File: src/rtl/lces_cfg.svh
// Offsets, field positions, reset values and event codes of the event selector
`ifndef LCES_CFG_SVH
`define LCES_CFG_SVH

`define LCES_OFF_SEL 16'h0000
`define LCES_OFF_CNT_LO 16'h0004
`define LCES_OFF_CNT_HI 16'h0008
`define LCES_QUAL_INDEX 14'h0301
`define LCES_OFF_QUAL ({`LCES_QUAL_INDEX, 2'b00})

`define LCES_SEL_EVT_LSB 0
`define LCES_SEL_EVT_MSB 7
`define LCES_SEL_UMASK_LSB 8
`define LCES_SEL_UMASK_MSB 15
`define LCES_SEL_EN_BIT 16
`define LCES_SEL_RESET 32'h0000_0000
`define LCES_QUAL_RESET 4'h0
`define LCES_CNT_RESET 48'h0000_0000_0000

`define LCES_LLC_MISS_EVENT 8'h09
`define LCES_LLC_ALLOCATION_EVENT 8'h0A
`define LCES_LLC_VICTIM_EVENT 8'h0B
`define LCES_REMOTE_SNOOP_STATE_EVENT 8'h0C

`define LCES_UM_MISS_WRITE 8'h02
`define LCES_UM_MISS_PROBE 8'h04
`define LCES_UM_MISS_ANY 8'h03
`define LCES_UM_ALLOC_M 8'h01
`define LCES_UM_ALLOC_ANY 8'h0F
`define LCES_UM_VICTIM_ANY 8'h1F
`define LCES_UM_SNP_TO_S 8'h01
`define LCES_UM_SNP_TO_I 8'h02
`define LCES_UM_SNP_TO_S_QUAL 8'h04
`define LCES_UM_SNP_TO_I_QUAL 8'h08

`define LCES_QUAL_EXCLUSIVE 4'h2

`endif

File: src/rtl/lces_pkg.sv
// Types shared by the event selector modules
package lces_pkg;
    // One-hot coherence state of an allocated line: bit0 M, bit1 E, bit2 S, bit3 F
    typedef logic [3:0] lces_alloc_st_t;
    // One-hot state of a victim: bit0 M, bit1 E, bit2 S, bit3 I, bit4 F
    typedef logic [4:0] lces_victim_st_t;
    // Previous-state mask of a snoop and of the qualifier: bit0 M, bit1 E, bit2 S, bit3 F
    typedef logic [3:0] lces_qual_t;
    typedef logic [2:0] lces_incr_t;
endpackage

File: src/rtl/lces_occ_if.sv
// Occurrences and selection passed from the top to the matcher
`timescale 1ns/1ns
interface lces_occ_if;
    import lces_pkg::*;
    logic read_miss;
    logic write_miss;
    logic snoop_miss;
    logic alloc_valid;
    lces_alloc_st_t alloc_state;
    logic alloc_fwd_rio;
    logic victim_valid;
    lces_victim_st_t victim_state;
    logic snp_valid;
    logic snp_to_invalid;
    lces_qual_t snp_prev_state;
    logic [7:0] evt;
    logic [7:0] umask;
    lces_qual_t qual;
    lces_incr_t incr;
    modport src (output read_miss, write_miss, snoop_miss, alloc_valid, alloc_state, alloc_fwd_rio,
        victim_valid, victim_state, snp_valid, snp_to_invalid, snp_prev_state, evt, umask, qual,
        input incr);
    modport match (input read_miss, write_miss, snoop_miss, alloc_valid, alloc_state, alloc_fwd_rio,
        victim_valid, victim_state, snp_valid, snp_to_invalid, snp_prev_state, evt, umask, qual,
        output incr);
endinterface

File: src/rtl/lces_matcher.sv
// Event number and unit mask matcher giving the counter step of each cycle
`timescale 1ns/1ns
`include "lces_cfg.svh"
module lces_matcher
    import lces_pkg::*;
(
    input wire logic pclk,
    input wire logic presetn,
    lces_occ_if.match occ
);
    lces_incr_t incr_next;
    logic qual_hit;

    assign qual_hit = |(occ.snp_prev_state & occ.qual);

    always_comb begin
        incr_next = 3'h0;
        case (occ.evt)
            `LCES_LLC_MISS_EVENT: begin
                // Separate pulses may coincide, so the step is their sum
                incr_next = {2'b00, occ.umask[0] & occ.read_miss}
                    + {2'b00, occ.umask[1] & occ.write_miss}
                    + {2'b00, occ.umask[2] & occ.snoop_miss};
            end
            `LCES_LLC_ALLOCATION_EVENT: begin
                // Modified fills only come from a read-invalidate-own forward
                incr_next = {2'b00, occ.alloc_valid & |(occ.umask[3:0] &
                    {occ.alloc_state[3:1], occ.alloc_state[0] & occ.alloc_fwd_rio})};
            end
            `LCES_LLC_VICTIM_EVENT: begin
                incr_next = {2'b00, occ.victim_valid & |(occ.umask[4:0] & occ.victim_state)};
            end
            `LCES_REMOTE_SNOOP_STATE_EVENT: begin
                incr_next = {2'b00, occ.snp_valid & (
                    (occ.umask[0] & ~occ.snp_to_invalid) |
                    (occ.umask[1] & occ.snp_to_invalid) |
                    (occ.umask[2] & ~occ.snp_to_invalid & qual_hit) |
                    (occ.umask[3] & occ.snp_to_invalid & qual_hit))};
            end
            default: begin
                incr_next = 3'h0;
            end
        endcase
    end

    assign occ.incr = incr_next;

    a_miss_write: assert property (@(posedge pclk) disable iff (!presetn)
        (occ.evt == `LCES_LLC_MISS_EVENT && occ.umask == `LCES_UM_MISS_WRITE)
        |-> occ.incr == {2'b00, occ.write_miss})
        else $error("write miss step wrong");
    a_miss_probe: assert property (@(posedge pclk) disable iff (!presetn)
        (occ.evt == `LCES_LLC_MISS_EVENT && occ.umask == `LCES_UM_MISS_PROBE)
        |-> occ.incr == {2'b00, occ.snoop_miss})
        else $error("snoop miss step wrong");
    a_miss_any: assert property (@(posedge pclk) disable iff (!presetn)
        (occ.evt == `LCES_LLC_MISS_EVENT && occ.umask == `LCES_UM_MISS_ANY && occ.read_miss && occ.write_miss)
        |-> occ.incr == 3'h2)
        else $error("read and write miss not summed");
    a_alloc_any: assert property (@(posedge pclk) disable iff (!presetn)
        (occ.evt == `LCES_LLC_ALLOCATION_EVENT && occ.umask == `LCES_UM_ALLOC_ANY && occ.alloc_valid
        && |occ.alloc_state[3:1]) |-> occ.incr == 3'h1)
        else $error("allocation in any state missed");
    a_alloc_mod: assert property (@(posedge pclk) disable iff (!presetn)
        (occ.evt == `LCES_LLC_ALLOCATION_EVENT && occ.umask == `LCES_UM_ALLOC_M && !occ.alloc_fwd_rio)
        |-> occ.incr == 3'h0)
        else $error("modified allocation counted without forward");
    a_victim_any: assert property (@(posedge pclk) disable iff (!presetn)
        (occ.evt == `LCES_LLC_VICTIM_EVENT && occ.umask == `LCES_UM_VICTIM_ANY)
        |-> occ.incr == {2'b00, occ.victim_valid && occ.victim_state != 5'h00})
        else $error("victim in any state step wrong");
    a_snoop_goto: assert property (@(posedge pclk) disable iff (!presetn)
        (occ.evt == `LCES_REMOTE_SNOOP_STATE_EVENT && occ.umask == `LCES_UM_SNP_TO_I)
        |-> occ.incr == {2'b00, occ.snp_valid && occ.snp_to_invalid})
        else $error("snoop to invalid step wrong");
    a_snoop_qual_s: assert property (@(posedge pclk) disable iff (!presetn)
        (occ.evt == `LCES_REMOTE_SNOOP_STATE_EVENT && occ.umask == `LCES_UM_SNP_TO_S_QUAL
        && (occ.snp_prev_state & occ.qual) == 4'h0) |-> occ.incr == 3'h0)
        else $error("unqualified snoop to shared counted");
    a_snoop_qual_i: assert property (@(posedge pclk) disable iff (!presetn)
        (occ.evt == `LCES_REMOTE_SNOOP_STATE_EVENT && occ.umask == `LCES_UM_SNP_TO_I_QUAL
        && occ.qual == `LCES_QUAL_EXCLUSIVE && occ.snp_valid && occ.snp_to_invalid)
        |-> occ.incr == {2'b00, occ.snp_prev_state[1]})
        else $error("exclusive snoop to invalid step wrong");
endmodule

File: src/rtl/lces_top.sv
// Coherence event selector with APB registers and one performance counter
//
// Function
// Write misses counted under miss event
// Count io_hub or remote snoop misses
// Count read plus write misses together
// Count allocations by fill state
// Count allocations in any state
// Modified fill counts only after forward
// Count victims by state at eviction
// Count victims in any state
// Write modified victim back to home
// Count remote snoops to shared, invalid
// Snoop to shared qualified by mask
// Snoop to invalid qualified by mask
// Step counter once per matching occurrence
`timescale 1ns/1ns
`include "lces_cfg.svh"
module lces_top
    import lces_pkg::*;
#(
    parameter int CNT_W = 48
) (
    input wire logic pclk,
    input wire logic presetn,
    input wire logic [15:0] paddr,
    input wire logic psel,
    input wire logic penable,
    input wire logic pwrite,
    input wire logic [31:0] pwdata,
    input wire logic [3:0] pstrb,
    output logic [31:0] prdata,
    output logic pready,
    output logic pslverr,
    input wire logic llc_read_miss,
    input wire logic llc_write_miss,
    input wire logic llc_snoop_miss,
    input wire logic llc_alloc_valid,
    input wire lces_alloc_st_t llc_alloc_state,
    input wire logic llc_alloc_fwd_rio,
    input wire logic llc_victim_valid,
    input wire lces_victim_st_t llc_victim_state,
    input wire logic llc_victim_home_remote,
    input wire logic remote_snoop_valid,
    input wire logic remote_snoop_to_invalid,
    input wire lces_qual_t remote_snoop_prev_state,
    output logic wb_home_req,
    output logic wb_home_remote
);
    lces_occ_if occ ();

    logic [31:0] sel_reg;
    lces_qual_t qual_reg;
    logic [CNT_W-1:0] cnt_reg;
    logic [CNT_W-1:0] cnt_next;
    logic [31:0] prdata_reg;
    logic wb_home_req_reg;
    logic wb_home_remote_reg;
    logic setup;
    logic access;
    logic wr_en;
    logic hit_sel;
    logic hit_cnt_lo;
    logic hit_cnt_hi;
    logic hit_qual;
    logic mapped;
    logic [63:0] cnt_wide;
    logic [31:0] rd_mux;

    function automatic logic [31:0] apply_strb(input logic [31:0] old_val, input logic [31:0] new_val,
        input logic [3:0] strb);
        logic [31:0] res;
        res = old_val;
        for (int i = 0; i < 4; i++) begin
            if (strb[i]) begin
                res[i*8 +: 8] = new_val[i*8 +: 8];
            end
        end
        return res;
    endfunction

    assign hit_sel = paddr == `LCES_OFF_SEL;
    assign hit_cnt_lo = paddr == `LCES_OFF_CNT_LO;
    assign hit_cnt_hi = paddr == `LCES_OFF_CNT_HI;
    assign hit_qual = paddr == `LCES_OFF_QUAL;
    assign mapped = hit_sel | hit_cnt_lo | hit_cnt_hi | hit_qual;
    assign setup = psel & ~penable;
    assign access = psel & penable;
    // Zero wait states: every access completes in its first access cycle
    assign pready = 1'b1;
    assign pslverr = access & ~mapped;
    assign wr_en = access & pwrite & mapped;
    assign cnt_wide = {{(64 - CNT_W){1'b0}}, cnt_reg};

    always_comb begin
        rd_mux = 32'h0000_0000;
        if (hit_sel) begin
            rd_mux = {15'h0000, sel_reg[`LCES_SEL_EN_BIT:0]};
        end else if (hit_cnt_lo) begin
            rd_mux = cnt_wide[31:0];
        end else if (hit_cnt_hi) begin
            rd_mux = cnt_wide[63:32];
        end else if (hit_qual) begin
            rd_mux = {28'h000_0000, qual_reg};
        end
    end

    // Read data latched in the setup cycle keeps prdata a flop output
    always_ff @(posedge pclk or negedge presetn) begin
        if (!presetn) begin
            prdata_reg <= 32'h0000_0000;
        end else if (setup & ~pwrite) begin
            prdata_reg <= rd_mux;
        end
    end
    assign prdata = prdata_reg;

    always_ff @(posedge pclk or negedge presetn) begin
        if (!presetn) begin
            sel_reg <= `LCES_SEL_RESET;
        end else if (wr_en & hit_sel) begin
            sel_reg <= apply_strb(sel_reg, pwdata, pstrb) & 32'h0001_FFFF;
        end
    end

    // Software owns the qualifier contents for the qualified snoop masks
    always_ff @(posedge pclk or negedge presetn) begin
        if (!presetn) begin
            qual_reg <= `LCES_QUAL_RESET;
        end else if (wr_en & hit_qual & pstrb[0]) begin
            qual_reg <= pwdata[3:0];
        end
    end

    assign occ.read_miss = llc_read_miss;
    assign occ.write_miss = llc_write_miss;
    assign occ.snoop_miss = llc_snoop_miss;
    assign occ.alloc_valid = llc_alloc_valid;
    assign occ.alloc_state = llc_alloc_state;
    assign occ.alloc_fwd_rio = llc_alloc_fwd_rio;
    assign occ.victim_valid = llc_victim_valid;
    assign occ.victim_state = llc_victim_state;
    assign occ.snp_valid = remote_snoop_valid;
    assign occ.snp_to_invalid = remote_snoop_to_invalid;
    assign occ.snp_prev_state = remote_snoop_prev_state;
    assign occ.evt = sel_reg[`LCES_SEL_EVT_MSB:`LCES_SEL_EVT_LSB];
    assign occ.umask = sel_reg[`LCES_SEL_UMASK_MSB:`LCES_SEL_UMASK_LSB];
    assign occ.qual = qual_reg;

    lces_matcher u_matcher (
        .pclk(pclk),
        .presetn(presetn),
        .occ(occ)
    );

    always_comb begin
        cnt_next = cnt_reg;
        if (sel_reg[`LCES_SEL_EN_BIT]) begin
            cnt_next = cnt_reg + CNT_W'(occ.incr);
        end
    end

    // A software load wins over a count step in the same cycle
    always_ff @(posedge pclk or negedge presetn) begin
        if (!presetn) begin
            cnt_reg <= CNT_W'(`LCES_CNT_RESET);
        end else if (wr_en & hit_cnt_lo) begin
            cnt_reg <= CNT_W'({cnt_wide[63:32], apply_strb(cnt_wide[31:0], pwdata, pstrb)});
        end else if (wr_en & hit_cnt_hi) begin
            cnt_reg <= CNT_W'({apply_strb(cnt_wide[63:32], pwdata, pstrb), cnt_wide[31:0]});
        end else begin
            cnt_reg <= cnt_next;
        end
    end

    // Dirty victims go home whether or not the counter watches them
    always_ff @(posedge pclk or negedge presetn) begin
        if (!presetn) begin
            wb_home_req_reg <= 1'b0;
            wb_home_remote_reg <= 1'b0;
        end else begin
            wb_home_req_reg <= llc_victim_valid & llc_victim_state[0];
            if (llc_victim_valid & llc_victim_state[0]) begin
                wb_home_remote_reg <= llc_victim_home_remote;
            end
        end
    end
    assign wb_home_req = wb_home_req_reg;
    assign wb_home_remote = wb_home_remote_reg;

    a_count_step: assert property (@(posedge pclk) disable iff (!presetn)
        (sel_reg[`LCES_SEL_EN_BIT] && !wr_en) |=> cnt_reg == $past(cnt_reg) + CNT_W'($past(occ.incr)))
        else $error("counter did not step by matched count");
    a_count_hold: assert property (@(posedge pclk) disable iff (!presetn)
        (!sel_reg[`LCES_SEL_EN_BIT] && !wr_en) |=> $stable(cnt_reg))
        else $error("disabled counter moved");
    a_wb_home: assert property (@(posedge pclk) disable iff (!presetn)
        (llc_victim_valid && llc_victim_state[0])
        |=> wb_home_req && wb_home_remote == $past(llc_victim_home_remote))
        else $error("modified victim not written home");
    a_wb_only_mod: assert property (@(posedge pclk) disable iff (!presetn)
        !(llc_victim_valid && llc_victim_state[0]) |=> !wb_home_req)
        else $error("spurious writeback to home");
    a_alloc_state: assert property (@(posedge pclk) disable iff (!presetn)
        (sel_reg[`LCES_SEL_EN_BIT] && occ.evt == `LCES_LLC_ALLOCATION_EVENT && occ.umask == 8'h02
        && llc_alloc_valid && llc_alloc_state == 4'h2 && !wr_en) |=> cnt_reg == $past(cnt_reg) + 1'b1)
        else $error("exclusive allocation not counted");
    a_victim_state: assert property (@(posedge pclk) disable iff (!presetn)
        (sel_reg[`LCES_SEL_EN_BIT] && occ.evt == `LCES_LLC_VICTIM_EVENT && occ.umask == 8'h10
        && llc_victim_valid && llc_victim_state == 5'h10 && !wr_en) |=> cnt_reg == $past(cnt_reg) + 1'b1)
        else $error("forward victim not counted");
    a_apb_error: assert property (@(posedge pclk) disable iff (!presetn)
        (access && !mapped) |-> pslverr && pready)
        else $error("unmapped access not flagged");

    // Bus side checks: zero wait states are promised to every master
    a_ready_access: assert property (@(posedge pclk) disable iff (!presetn)
        access
        |-> pready)
        else $error("pready low in access");

    a_err_mapped: assert property (@(posedge pclk) disable iff (!presetn)
        (access && mapped)
        |-> !pslverr)
        else $error("mapped access flagged");

    a_err_idle: assert property (@(posedge pclk) disable iff (!presetn)
        !access
        |-> !pslverr)
        else $error("error outside access");

    a_rdata_load: assert property (@(posedge pclk) disable iff (!presetn)
        (setup && !pwrite)
        |=> prdata == $past(rd_mux))
        else $error("read data not loaded");

    a_rdata_hold: assert property (@(posedge pclk) disable iff (!presetn)
        !(setup && !pwrite)
        |=> $stable(prdata))
        else $error("read data moved");

    a_sel_reserved: assert property (@(posedge pclk) disable iff (!presetn)
        1'b1
        |-> sel_reg[31:17] == 15'h0000)
        else $error("reserved select bits set");

    a_sel_write: assert property (@(posedge pclk) disable iff (!presetn)
        (wr_en && hit_sel && pstrb == 4'hF)
        |=> sel_reg == ($past(pwdata) & 32'h0001_FFFF))
        else $error("select write lost");

    a_sel_hold: assert property (@(posedge pclk) disable iff (!presetn)
        !(wr_en && hit_sel)
        |=> $stable(sel_reg))
        else $error("select moved");

    a_qual_write: assert property (@(posedge pclk) disable iff (!presetn)
        (wr_en && hit_qual && pstrb[0])
        |=> qual_reg == $past(pwdata[3:0]))
        else $error("qualifier write lost");

    a_qual_hold: assert property (@(posedge pclk) disable iff (!presetn)
        !(wr_en && hit_qual && pstrb[0])
        |=> $stable(qual_reg))
        else $error("qualifier moved");

    a_cnt_load_lo: assert property (@(posedge pclk) disable iff (!presetn)
        (wr_en && hit_cnt_lo && pstrb == 4'hF)
        |=> cnt_reg[31:0] == $past(pwdata))
        else $error("low count load lost");

    a_cnt_load_hi: assert property (@(posedge pclk) disable iff (!presetn)
        (wr_en && hit_cnt_hi && pstrb == 4'hF)
        |=> cnt_reg[CNT_W-1:32] == $past(pwdata[CNT_W-33:0]))
        else $error("high count load lost");

    a_unmapped_wr: assert property (@(posedge pclk) disable iff (!presetn)
        (access && !mapped)
        |=> $stable(sel_reg) && $stable(qual_reg))
        else $error("unmapped write landed");

    a_wb_remote_hold: assert property (@(posedge pclk) disable iff (!presetn)
        !(llc_victim_valid && llc_victim_state[0])
        |=> $stable(wb_home_remote))
        else $error("home select moved");

    a_other_event: assert property (@(posedge pclk) disable iff (!presetn)
        (occ.evt < 8'h09 || occ.evt > 8'h0C)
        |-> occ.incr == 3'h0)
        else $error("unknown event counted");

    a_step_range: assert property (@(posedge pclk) disable iff (!presetn)
        occ.evt != `LCES_LLC_MISS_EVENT
        |-> occ.incr <= 3'h1)
        else $error("step above one");

    a_snoop_to_s: assert property (@(posedge pclk) disable iff (!presetn)
        (occ.evt == `LCES_REMOTE_SNOOP_STATE_EVENT && occ.umask == `LCES_UM_SNP_TO_S)
        |-> occ.incr == {2'b00, occ.snp_valid && !occ.snp_to_invalid})
        else $error("snoop to shared step wrong");

    a_miss_read: assert property (@(posedge pclk) disable iff (!presetn)
        (occ.evt == `LCES_LLC_MISS_EVENT && occ.umask == 8'h01)
        |-> occ.incr == {2'b00, occ.read_miss})
        else $error("read miss step wrong");
endmodule
File: config.mk
export PLATFORM = sky130hd
export DESIGN_NAME = lces_top
export DESIGN_NICKNAME = d
export VERILOG_FILES = /design/src/rtl/lces_pkg.sv /design/src/rtl/lces_occ_if.sv /design/src/rtl/lces_matcher.sv /design/src/rtl/lces_top.sv
export VERILOG_INCLUDE_DIRS = /design/src /design/src/rtl
export SDC_FILE = /design/constraint.sdc
export NUM_CORES = 1
export LEC_CHECK = 0
export BUFFER_PORTS_ARGS = -buffer_cell sky130_fd_sc_hd__buf_2
export CAP_MARGIN = 20
export CORE_ASPECT_RATIO = 0.9
export CORE_UTILIZATION = 57
export DETAILED_ROUTE_END_ITERATION = 12
export PLACE_DENSITY = 0.85
export SLEW_MARGIN = 20
export SYNTH_ARGS = -nofsm -noshare
export SYNTH_HDL_FRONTEND = slang
export SYNTH_SLANG_ARGS = --single-unit
File: constraint.sdc
create_clock -name pclk -period 4.3 [get_ports pclk]
set_input_delay 0.86 -clock pclk [delete_from_list [all_inputs] [get_ports pclk]]
set_output_delay 0.86 -clock pclk [all_outputs]
set_load 0.02 [all_outputs]
==> results of run 1 <==
power breakdown:
part           internal, mW  total [mW]  switching [mW]
sequential            0.970       0.970        0.000653
combinational        0.0394       0.116          0.0763
clock                 0.577       0.973           0.396
total                  1.59        2.06           0.473
worst paths after layout:
kind                                           end  slack, ns              startpoint  depth (start not counted)
hold reg to reg              prdata[9]$_DFFE_PN0P_       0.47   prdata[9]$_DFFE_PN0P_                          2
setup / recovery           cnt_reg[46]$_DFFE_PN0P_       0.40          llc_write_miss                         18
max in group asynchronous   prdata[19]$_DFFE_PN0P_       2.87                 presetn                          2
setup reg to reg           cnt_reg[46]$_DFFE_PN0P_       0.46  sel_reg[9]$_DFFE_PN0P_                         17
hold / removal               prdata[9]$_DFFE_PN0P_       0.47   prdata[9]$_DFFE_PN0P_                          2
min in group asynchronous    prdata[1]$_DFFE_PN0P_       0.54                 presetn                          1
through the flow:
stage	utilization, %	total power [mW]	area (um^2)
final	67.3	2.06	7270
after global routing	67.3	2.11	7270
after CTS	67.3	2.07	7270
after detailed placement	64.0	1.10	6920
after global placement	64.0	1.10	6920
after floorplan	-	1.02	6310
layout by cell type, fill, tap and decap left out, drive strengths merged, types with 4 or more instances in the layout:
cell	n
nand4	20
nand2b	8
o31ai	18
buf	132
a32oi	16
mux2i	14
and2	6
a31oi	10
and4	4
mux2	21
clkbuf	9
o21ai	67
ha	6
and3	7
a22oi	9
nor4	15
a21oi	59
nand3	29
dfrtp	103
o22ai	4
nor2	63
a22o	18
a21o	5
nand2	60
nor2b	4
nor3	22
inv	23
or3	5
final cells by class:
type / instances / area, um^2 / share of cell area (%)
sequential: 103 / 2580 / 35.4
clock buffer: 9 / 225 / 3.10
tap: 133 / 166 / 2.29
inverter: 20 / 75.1 / 1.03
clock inverter: 7 / 125 / 1.72
multi-input combinational: 527 / 3390 / 46.7
timing repair buffer: 132 / 711 / 9.77
logic make-up (layout without fill, tap and decap cells):
logic type | after synthesis | after routing
simple gates | 251 | 251
compound gates | 231 | 231
flops | 103 | 103
buf+inv | 67 | 168
mux | 35 | 35
fa+ha+maj | 8 | 8
other cells | 1 | 1
xor+xnor | 1 | 1
metal layers:
metal,vias up,GRT usage (%)
met5,-,0
met4,0,14.6
met3,43,8.44
met2,310,54.5
met1,2929,45.8
li1,2801,-
worst min-delay path, delay by kind of cell (launching register included):
| kind | cells | cell delay [ns] |
|---|---|---|
| AOI/OAI and AO/OA | 1 | 0.05 |
| DFF | 1 | 0.34 |
| and+or+nand+nor | 1 | 0.05 |
==> metrics.txt, run 1 <==
outcome complete, no violations; Post-synth top cells 103 x dfrtp_1, 62 x nor2_1, 60 x nand2_1, 57 x a21oi_1, 49 x o21ai_0; Post-CTS Hold Buffers 0; Clock Pin Slew Worst Setup and Hold Paths ~0.070 ns; Slew Limit Headroom 35.4%; fin cells about 930; RSZ-0062 raised after global routing no; Synthesized Nets 784; worst-path fanout max 6; CP top delay family simple AND/OR/NAND/NOR gates; met3 WL 1890 um; DRT antenna net count 0; met2 wire len 8670 um; final hold slack between 0.4 and 0.5 ns; signal arrival time at the worst endpoint 4.13 ns; CTS tree built; simple-gate share of the synthesized area 22.0%; Starting Density between 50% and 60%; Post-synth EDFFs 0; Synth Cell Area approximately 6300 um^2; compound-gate portion of the synthesized area 23.7%; Seq/Total Area, Yosys 40.9%; pwr/cell area 283 nW/um^2; DRT iter0 DRCs 591; Final Wtd Congestion 0.939; Post-CTS Resized 0; TNS Setup 0 ns; die extent in y 102 um; Die Width 113 um; initial antenna violation count 0; CP Launch Type input port; CTS root buf clkbuf_16; largest net degree at the start of global routing 53; vias in the first global route ~5800; DR vias/cell about 6.5; DRC 0; main flop type after synthesis dfrtp_1; CTS buffer count 9; Slowest-stage cell, CP or4_1; GRT Total Usage 34.5%; f_max about 0.26 GHz; DIE AREA 11500 um^2; biggest area consumer among synthesized cells dfrtp_1; # fillers 882; Synth Area in XOR/XNOR 0.139%; Critical Path RT 4.53 ns; main combinational cell family by area after synthesis compound AO/OA/AOI/OAI gates; row count 36; Port Buffer Count around 110; CP Class in -> reg; maxcap violations 0; # diodes 0; Top-Level Pins 115; Max Slew Vio Count 0; Period minus WS final 3.90 ns; Final Hold Viols 0; global route overflow 0; Buf/Inv on CP 3; worst skew pair latency 0.36 ns; share of async-settable or async-resettable flops after synthesis 100%; worst vdd ir ~0.26 mV; Synth Area in Adders 1.83%; core outline area 10800 um^2; First-pass DRT Iterations 6; average detailed-routed wire length per instance 20.5 um; via count approximately 6100; Yosys cell types 71; final worst slack between 0.4 and 0.5 ns; top post-synthesis cells by area dfrtp_1 41%, a21oi_1 4.5%, o21ai_0 3.9%; worst hold path class reg -> reg; final setup skew 0.0122 ns; setup slack at placement 0.0485 ns; Post-DP HPWL 14000 um; Mean Syn Cell Area 9.05 um^2; final wirelength 19100 um; Final setup viols 0; post-synth top area share roughly two fifths; DR top layer met4; layout cells sized above 1 a little under a quarter; YS warnings 0; nets 880; clk buf depth 2; CP peak stage delay between 0.5 and 0.6 ns; Worst-Margin Slew just under 1 ns; first-pass GRT wire length around 30000 um; CTS Sinks just over 100; period utilisation layout roughly 90%; max FFs per register 48; crit-path cells buf_2, and2_1, inv_1, fa_1, nor2_1, o21ai_0, a21oi_1, a41oi_1, nor2_1, ha_1, inv_1, fa_1, nor2b_1, o2111a_1, nand4_2, or4_1, nand3_1, o21ai_1; top-count cell post-synth dfrtp_1; Placed Cells 915; Area Growth Syn to Fin 15.3%; WL met1 8050 um; Yosys reg bits 103; post-CTS setup buffers 0; H-Tree Level Count 3; Post-Syn Instances 697; Leakage roughly 3.3 nW; mux cell area share after synthesis under 10%; CP Capture Type flip-flop
(Power assumes the default switching activity.)
==> inputs of run 2 (changes only) <==
Settings changed: CORE_MARGIN set to 3, CORE_UTILIZATION 57 to 56, PLACE_DENSITY 0.85 to 0.84, SYNTH_HIERARCHICAL set to 1.
==> run 2 against run 1 <==
Compared with the run above: sequential cell count did not move; critical path depth decreased by 2; synthesized area fell by 3.0%; global-route usage decreased by 0.44 points; clock power is 17% lower; final area is 0.98% lower; maximum frequency shrank 4.8%; die area grew 6.3%; sequential share of layout area up 0.35 points; hold slack got worse by 0.077 ns; largest cell class unchanged; largest power group is now sequential cells; highest routed layer unchanged.
==> metrics.txt, run 2 <==
YS warnings 6 (+6); nets 896 (+1.8%); routing usage on met2 51.1% (-3.4 points); first-pass GRT wire length 32300 um (+6.5%); top-count cell post-synth dfrtp_1; row count 35 (-2.8%); worst-path fanout max 6 (unchanged); Die Width 116 um (+2.9%); worst skew pair latency 0.36 ns (about the same); DRT antenna net count 0 (unchanged); Yosys reg bits 103 (unchanged); Reg2Reg Depth 15 (-2); crit-path cells buf_2, and2_1, fa_1, and2b_1, o21bai_2, a211oi_2, ha_1, inv_1, fa_1, nor2b_1, nor2_1, or4b_1, buf_4, nor4_1, a21oi_1, o21bai_1; Final Wtd Congestion 0.959 (+2.2%); DIE AREA 12200 um^2 (+6.3%); largest net degree at the start of global routing 78 (+47%); flip-flop and latch area 2580 um^2 (unchanged); Seq/Total Area, Yosys 42.1% (+1.3 points); Slew Limit Headroom 42.8% (+7.4 points); initial antenna violation count 0 (unchanged); max FFs per register 48 (unchanged); main flop type after synthesis dfrtp_1; footprint of the multi-input gates 3330 um^2 (-1.7%); post-synth top area share 42.1% (+1.3 points); Post-CTS Hold Buffers 0 (unchanged); f_max 0.244 GHz (-4.8%); commonest non-fill, non-tap cell in the layout buf_2; worst hold path class in -> async; CP Class in -> reg; average detailed-routed wire length per instance 21.9 um (+6.6%); Area Growth Syn to Fin 17.7%; outcome complete, no violations; Placed Area 6880 um^2 (-0.58%); RR Endpoint cnt_reg[38]$_DFFE_PN0P_; vias in the first global route 6021 (+4.0%); Yosys cell types 73 (+2.8%); CP Launch Type input port; CP peak stage delay 0.57 ns (+0.06 ns); Mean Syn Cell Area 8.75 um^2 (-3.3%); # fillers 859 (-2.6%); GRT Total Usage 34.1% (-0.44 points); Period minus WS final 4.10 ns (+0.196 ns); mux cell area share after synthesis 4.38% (-1.6 points); final hold slack 0.396 ns (-0.0773 ns); Post-CTS Resized 0 (unchanged); biggest area consumer among synthesized cells dfrtp_1; Max Slew Vio Count 0 (unchanged); DRC 0 (unchanged); Final setup viols 0 (unchanged); Starting Density 58.5% (+0.12 points); Synth Cell Area 6120 um^2 (-3.0%); flop2flop setup slack 0.34 ns (-0.12 ns); CTS tree built; Post-synth EDFFs 0 (unchanged); layout cells sized above 1 25.5% (+2.2 points); Synth Area in Adders 1.27% (-0.56 points); Top cell by count, worst path fa_1; Synth Area in XOR/XNOR 0.286% (+0.15 points); Post-synth top cells 103 x dfrtp_1, 91 x nand2_1, 79 x o21ai_0, 57 x nor2_1, 45 x a21oi_1; Worst-Margin Slew 0.855 ns (-0.108 ns); die extent in y 105 um (+3.3%); Design Power 1.90 mW (-7.8%); worst vdd ir 0.255 mV (-0.63%); pwr/cell area 264 nW/um^2 (-6.9%); CTS Sinks 103 (unchanged); DR vias/cell 6.83 (+4.6%); post-CTS setup buffers 0 (unchanged); # diodes 0 (unchanged); CTS buffer count 9 (unchanged); Final Hold Viols 0 (unchanged); period utilisation layout 95.2% (+4.5 points); Finished Cell Area 7200 um^2 (-0.98%); final wirelength 20700 um (+8.4%); clk buf depth 2 (unchanged); H-Tree Level Count 3 (unchanged); top post-synthesis cells by area dfrtp_1 42%, o21ai_0 6.5%, nand2_1 5.6%; met3 Usage GRT 9.26% (+0.83 points); Leakage 3.15 nW (-3.7%); met1 usage 49.0% (+3.1 points); share of async-settable or async-resettable flops after synthesis 100% (unchanged); DRT iter0 DRCs 866 (+47%); R2R Path Start sel_reg[10]$_DFFE_PN0P_; RSZ-0062 raised after global routing no; Critical Path RT 4.57 ns (+0.04 ns); compound-gate portion of the synthesized area 24.1% (+0.48 points); First-pass DRT Iterations 7 (+1); CP Capture Type flip-flop; Port Buffer Count 113 (unchanged); Synthesized Nets 783 (-0.13%); Post-DP HPWL 15500 um (+11%); global route overflow 0 (unchanged); signal arrival time at the worst endpoint 4.37 ns (+0.24 ns); simple-gate share of the synthesized area 24.2% (+2.1 points); core outline area 10500 um^2 (-3.2%); final setup skew 0.0123 ns (+0.000172 ns); main combinational cell family by area after synthesis simple AND/OR/NAND/NOR gates; TNS Setup 0 ns (unchanged); grt peak-use layer met2; via count 6463 (+6.2%); CTS root buf clkbuf_16; Slowest-stage cell, CP or4b_1; commonest non-fill, non-tap cells in the layout 112 x buf_2, 103 x dfrtp_1, 91 x nand2_1; Clock Pin Slew Worst Setup and Hold Paths 0.08 ns (about the same); Post-Syn Instances 699 (+0.29%); Top-Level Pins 115 (unchanged); maxcap violations 0 (unchanged)
-- run 2: changes by cell type after synthesis, moves of 13 or more --
cell	change
a22o_1	-18
mux2_1	-13
mux2_2	+14
nand2_1	+31
o21ai_0	+30
o21ai_1	-15
o31ai_1	-16
-- run 2: cells by family after synthesis --
family	after synthesis
other	2
xor gates and xnor gates	2
buffers and inverters	52
adders and majority gates	5
and+or+nand+nor	284
muxes	24
AOI/OAI and AO/OA	227
DFF	103
-- run 2: report_power, final --
part / leakage (nW) / switching (mW) / internal [mW]
logic: 1.59 / 0.0769 / 0.0418
registers: 1.42 / 0.00118 / 0.970
clock network: 0.140 / 0.403 / 0.406
-- run 2: layout make-up --
class	count	area share [%]
flip-flops and latches	103	35.8
clock buffers	9	3.13
multi-input cells	544	46.3
well taps	129	2.24
repair buffers	139	10.9
inverters	15	0.782
clock inverters	7	0.886
-- run 2: layer usage --
metal	vias to the layer above	share of wire, %	wire, um
met2	448	44	9010
li1	2864	-	-
met4	0	2.6	537
met1	3084	41	8420
met5	-	0	0
met3	67	13	2740
-- run 2: worst max-delay path: cells and delay by family --
family | cells | cell delay, ns
AND/OR/NAND/NOR | 6 | 1.50
adder cells (fa/ha/maj) | 3 | 1.16
AO/OA/AOI/OAI | 4 | 0.52
buffers and inverters | 3 | 0.34
-- run 2: worst max-delay path by stage --
stage | from | slack [ns] | to
4_1_cts | llc_read_miss | 0.28 | cnt_reg[38]$_DFFE_PN0P_
5_1_grt | llc_read_miss | 0.04 | cnt_reg[40]$_DFFE_PN0P_
3_5_place_dp | llc_read_miss | -0.06 | cnt_reg[38]$_DFFE_PN0P_
3_3_place_gp | llc_read_miss | 0.06 | cnt_reg[44]$_DFFE_PN0P_
2_1_floorplan | llc_read_miss | 0.26 | cnt_reg[34]$_DFFE_PN0P_
6_report | llc_read_miss | 0.20 | cnt_reg[38]$_DFFE_PN0P_
-- run 2: per-stage QoR --
stage	utilization (%)	setup slack, ns	std cells
after floorplan	-	0.262	699
after global routing	68.8	0.0366	946
after global placement	65.8	0.0629	929
after CTS	68.5	0.281	945
final	68.8	0.205	946
after detailed placement	65.8	-0.0638	929
==> inputs of run 3 (changes only) <==
Settings changed: CORE_UTILIZATION 56 to 45, PLACE_DENSITY 0.84 to 0.71, SKIP_LAST_GASP set to 1.
Clock period 4.3 ns to 4.5 ns, I/O delays scaled along.
==> run 3 against run 2 <==
Compared with the run above: non-clock buffer count is 8 lower; clock-buffer cell count is 2 higher; clock skew is 0.0063 ns lower; die area is 23% higher; sequential cell count stayed put; sequential share of layout area is 0.11 points higher; largest cell class unchanged; largest power group unchanged.
==> metrics.txt, run 3 (synthesis results as in run 2) <==
outcome complete, no violations; Clock Pin Slew Worst Setup and Hold Paths 0.07 ns (about the same); Top cell by count, worst path fa_1; max FFs per register 48 (unchanged); First-pass DRT Iterations 6 (-1); switching power 435 uW (-9.5%); signal arrival time at the worst endpoint 4.33 ns (-0.04 ns); Post-CTS Resized 0 (unchanged); final wirelength 20900 um (+1.1%); final hold slack 0.475 ns (+0.0787 ns); core outline area 13000 um^2 (+24%); Pint 1.41 mW (-0.41%); worst skew pair latency 0.35 ns (about the same); CP Launch Type input port; Worst-Margin Slew 1.08 ns (+0.223 ns); worst vdd ir 0.175 mV (-31%); Post-CTS Hold Buffers 0 (unchanged); setup slack at placement 0.129 ns (+0.193 ns); Clk pwr share 43.8% (+1.2 points); initial antenna violation count 2 (+2); CP top delay family simple AND/OR/NAND/NOR gates; # fillers 1212 (+41%); Seq pwr share 50.3% (-0.9 points); CTS buffer count 9 (unchanged); CTS tree built; die extent in y 117 um (+11%); CP Capture Type flip-flop; Slowest-stage cell, CP or4b_1; Buf/Inv on CP 3 (unchanged); GRT Total Usage 27.6% (-6.5 points); f_max ~0.25 GHz; RR Endpoint cnt_reg[44]$_DFFE_PN0P_; DIE AREA 15000 um^2 (+23%); Critical Path RT 4.78 ns (+0.21 ns); maxcap violations 0 (unchanged); CP Class in -> reg; pwr/cell area 257 nW/um^2 (-2.4%); DRT antenna net count 0 (unchanged); DRC 0 (unchanged); nets 888 (-0.89%); RSZ-0062 raised after global routing no; global route overflow 0 (unchanged); Top-Level Pins 115 (unchanged); commonest non-fill, non-tap cell in the layout buf_2; Die Width 129 um (+11%); CTS Sinks 103 (unchanged); vias in the first global route 5934 (-1.4%); TNS Setup 0 ns (unchanged); crit-path cells buf_2, and2_1, fa_1, and2b_1, o21bai_2, a211oi_2, ha_1, inv_1, fa_1, nor2b_1, nor2_1, or4b_1, buf_4, nor4_1, a21oi_1, o21ai_1; Hold Path Sink prdata[20]$_DFFE_PN0P_; Area Growth Syn to Fin 17.3%; Slew Limit Headroom 27.5% (-15 points); switching share of power 23.6% (-1.8 points); Final Wtd Congestion 0.978 (+2.0%); hold depth 2; post-CTS setup buffers 0 (unchanged); Max Slew Vio Count 0 (unchanged); DRT iter0 DRCs 718 (-17%); HP Start prdata[20]$_DFFE_PN0P_; Period minus WS final 4.05 ns; CTS root buf clkbuf_16; DR vias/cell 6.46 (-5.5%); Placed Cells 957 (+3.0%); H-Tree Level Count 3 (unchanged); largest net degree at the start of global routing 80 (+2.6%); Reg2Reg Depth 15 (unchanged); worst-path fanout max 6 (unchanged); Final setup viols 0 (unchanged); average detailed-routed wire length per instance 21.5 um (-1.7%); Port Buffer Count 113 (unchanged); period utilisation layout between 80 and 90%; CP peak stage delay 0.57 ns (about the same); Finished Cell Area 7180 um^2 (-0.30%); via count 6285 (-2.8%); flop2flop setup slack 0.57 ns (+0.23 ns); commonest non-fill, non-tap cells in the layout 112 x buf_2, 103 x dfrtp_1, 91 x nand2_1; final worst slack 0.454 ns (+0.249 ns); R2R Path Start sel_reg[8]$_DFFE_PN0P_; clk buf depth 2 (unchanged); Final Hold Viols 0 (unchanged); final setup skew 0.00603 ns (-0.00630 ns); Starting Density 47.1% (-11 points); Comb power frac 5.9% (-0.4 points); fin cells 973 (+2.9%); worst hold path class reg -> reg; Post-DP HPWL 15400 um (-0.66%); Design Power 1.85 mW (-2.7%); Leakage 3.11 nW (-1.4%); fin util 55.3% (-13 points); first-pass GRT wire length 32300 um (about the same); Placed Area 6870 um^2 (-0.13%); row count 39 (+11%); layout cells sized above 1 24.5% (-0.95 points)
run 3: worst register-to-register path: stages, from the launching register on:
cell and delay, ns:
dfrtp_1 0.46, and2_1 0.22, fa_1 0.53, and2b_1 0.13, o21bai_2 0.06, a211oi_2 0.22, ha_1 0.21, inv_1 0.06
fa_1 0.43, nor2b_1 0.20, nor2_1 0.08, or4b_1 0.57, buf_4 0.19, nor4_1 0.29, a21oi_1 0.07, o21ai_1 0.14
run 3: power groups by stage:
stage	registers, mW	logic [mW]	clock network (mW)
after floorplan	0.949	0.0284	0
after global placement	0.946	0.106	0
after detailed placement	0.947	0.108	0
after CTS	0.929	0.108	0.814
after global routing	0.928	0.121	0.846
final	0.928	0.110	0.809
run 3: routing by layer:
metal  vias up  part of all wire [%]  track usage [%]
li1       2844                     -                -
met1      3038                    43             40.3
met2       366                    43             39.7
met3        37                    12             8.50
met4         0                   1.7             7.42
met5         -                     0                0
run 3: worst max path at each step:
stage                       start                       to  slack (ns)  cells after the start
floorplan           llc_read_miss  cnt_reg[34]$_DFFE_PN0P_        0.42                     15
global placement    llc_read_miss  cnt_reg[36]$_DFFE_PN0P_        0.21                     16
finish              llc_read_miss  cnt_reg[44]$_DFFE_PN0P_        0.45                     16
CTS                 llc_read_miss  cnt_reg[44]$_DFFE_PN0P_        0.48                     16
detailed placement  llc_read_miss  cnt_reg[44]$_DFFE_PN0P_        0.13                     16
global route        llc_read_miss  cnt_reg[38]$_DFFE_PN0P_        0.31                     16
run 3: final cells by class:
class / count / area [um^2] / share of cell area (%)
Clock inverter: 4 / 55.1 / 0.767
Tap cell: 164 / 205 / 2.86
Inverter: 15 / 56.3 / 0.784
Multi-Input combinational cell: 544 / 3330 / 46.4
Sequential cell: 103 / 2580 / 35.9
Clock buffer: 11 / 243 / 3.38
Antenna cell: 1 / 2.50 / 0.0348
Timing Repair Buffer: 131 / 707 / 9.84
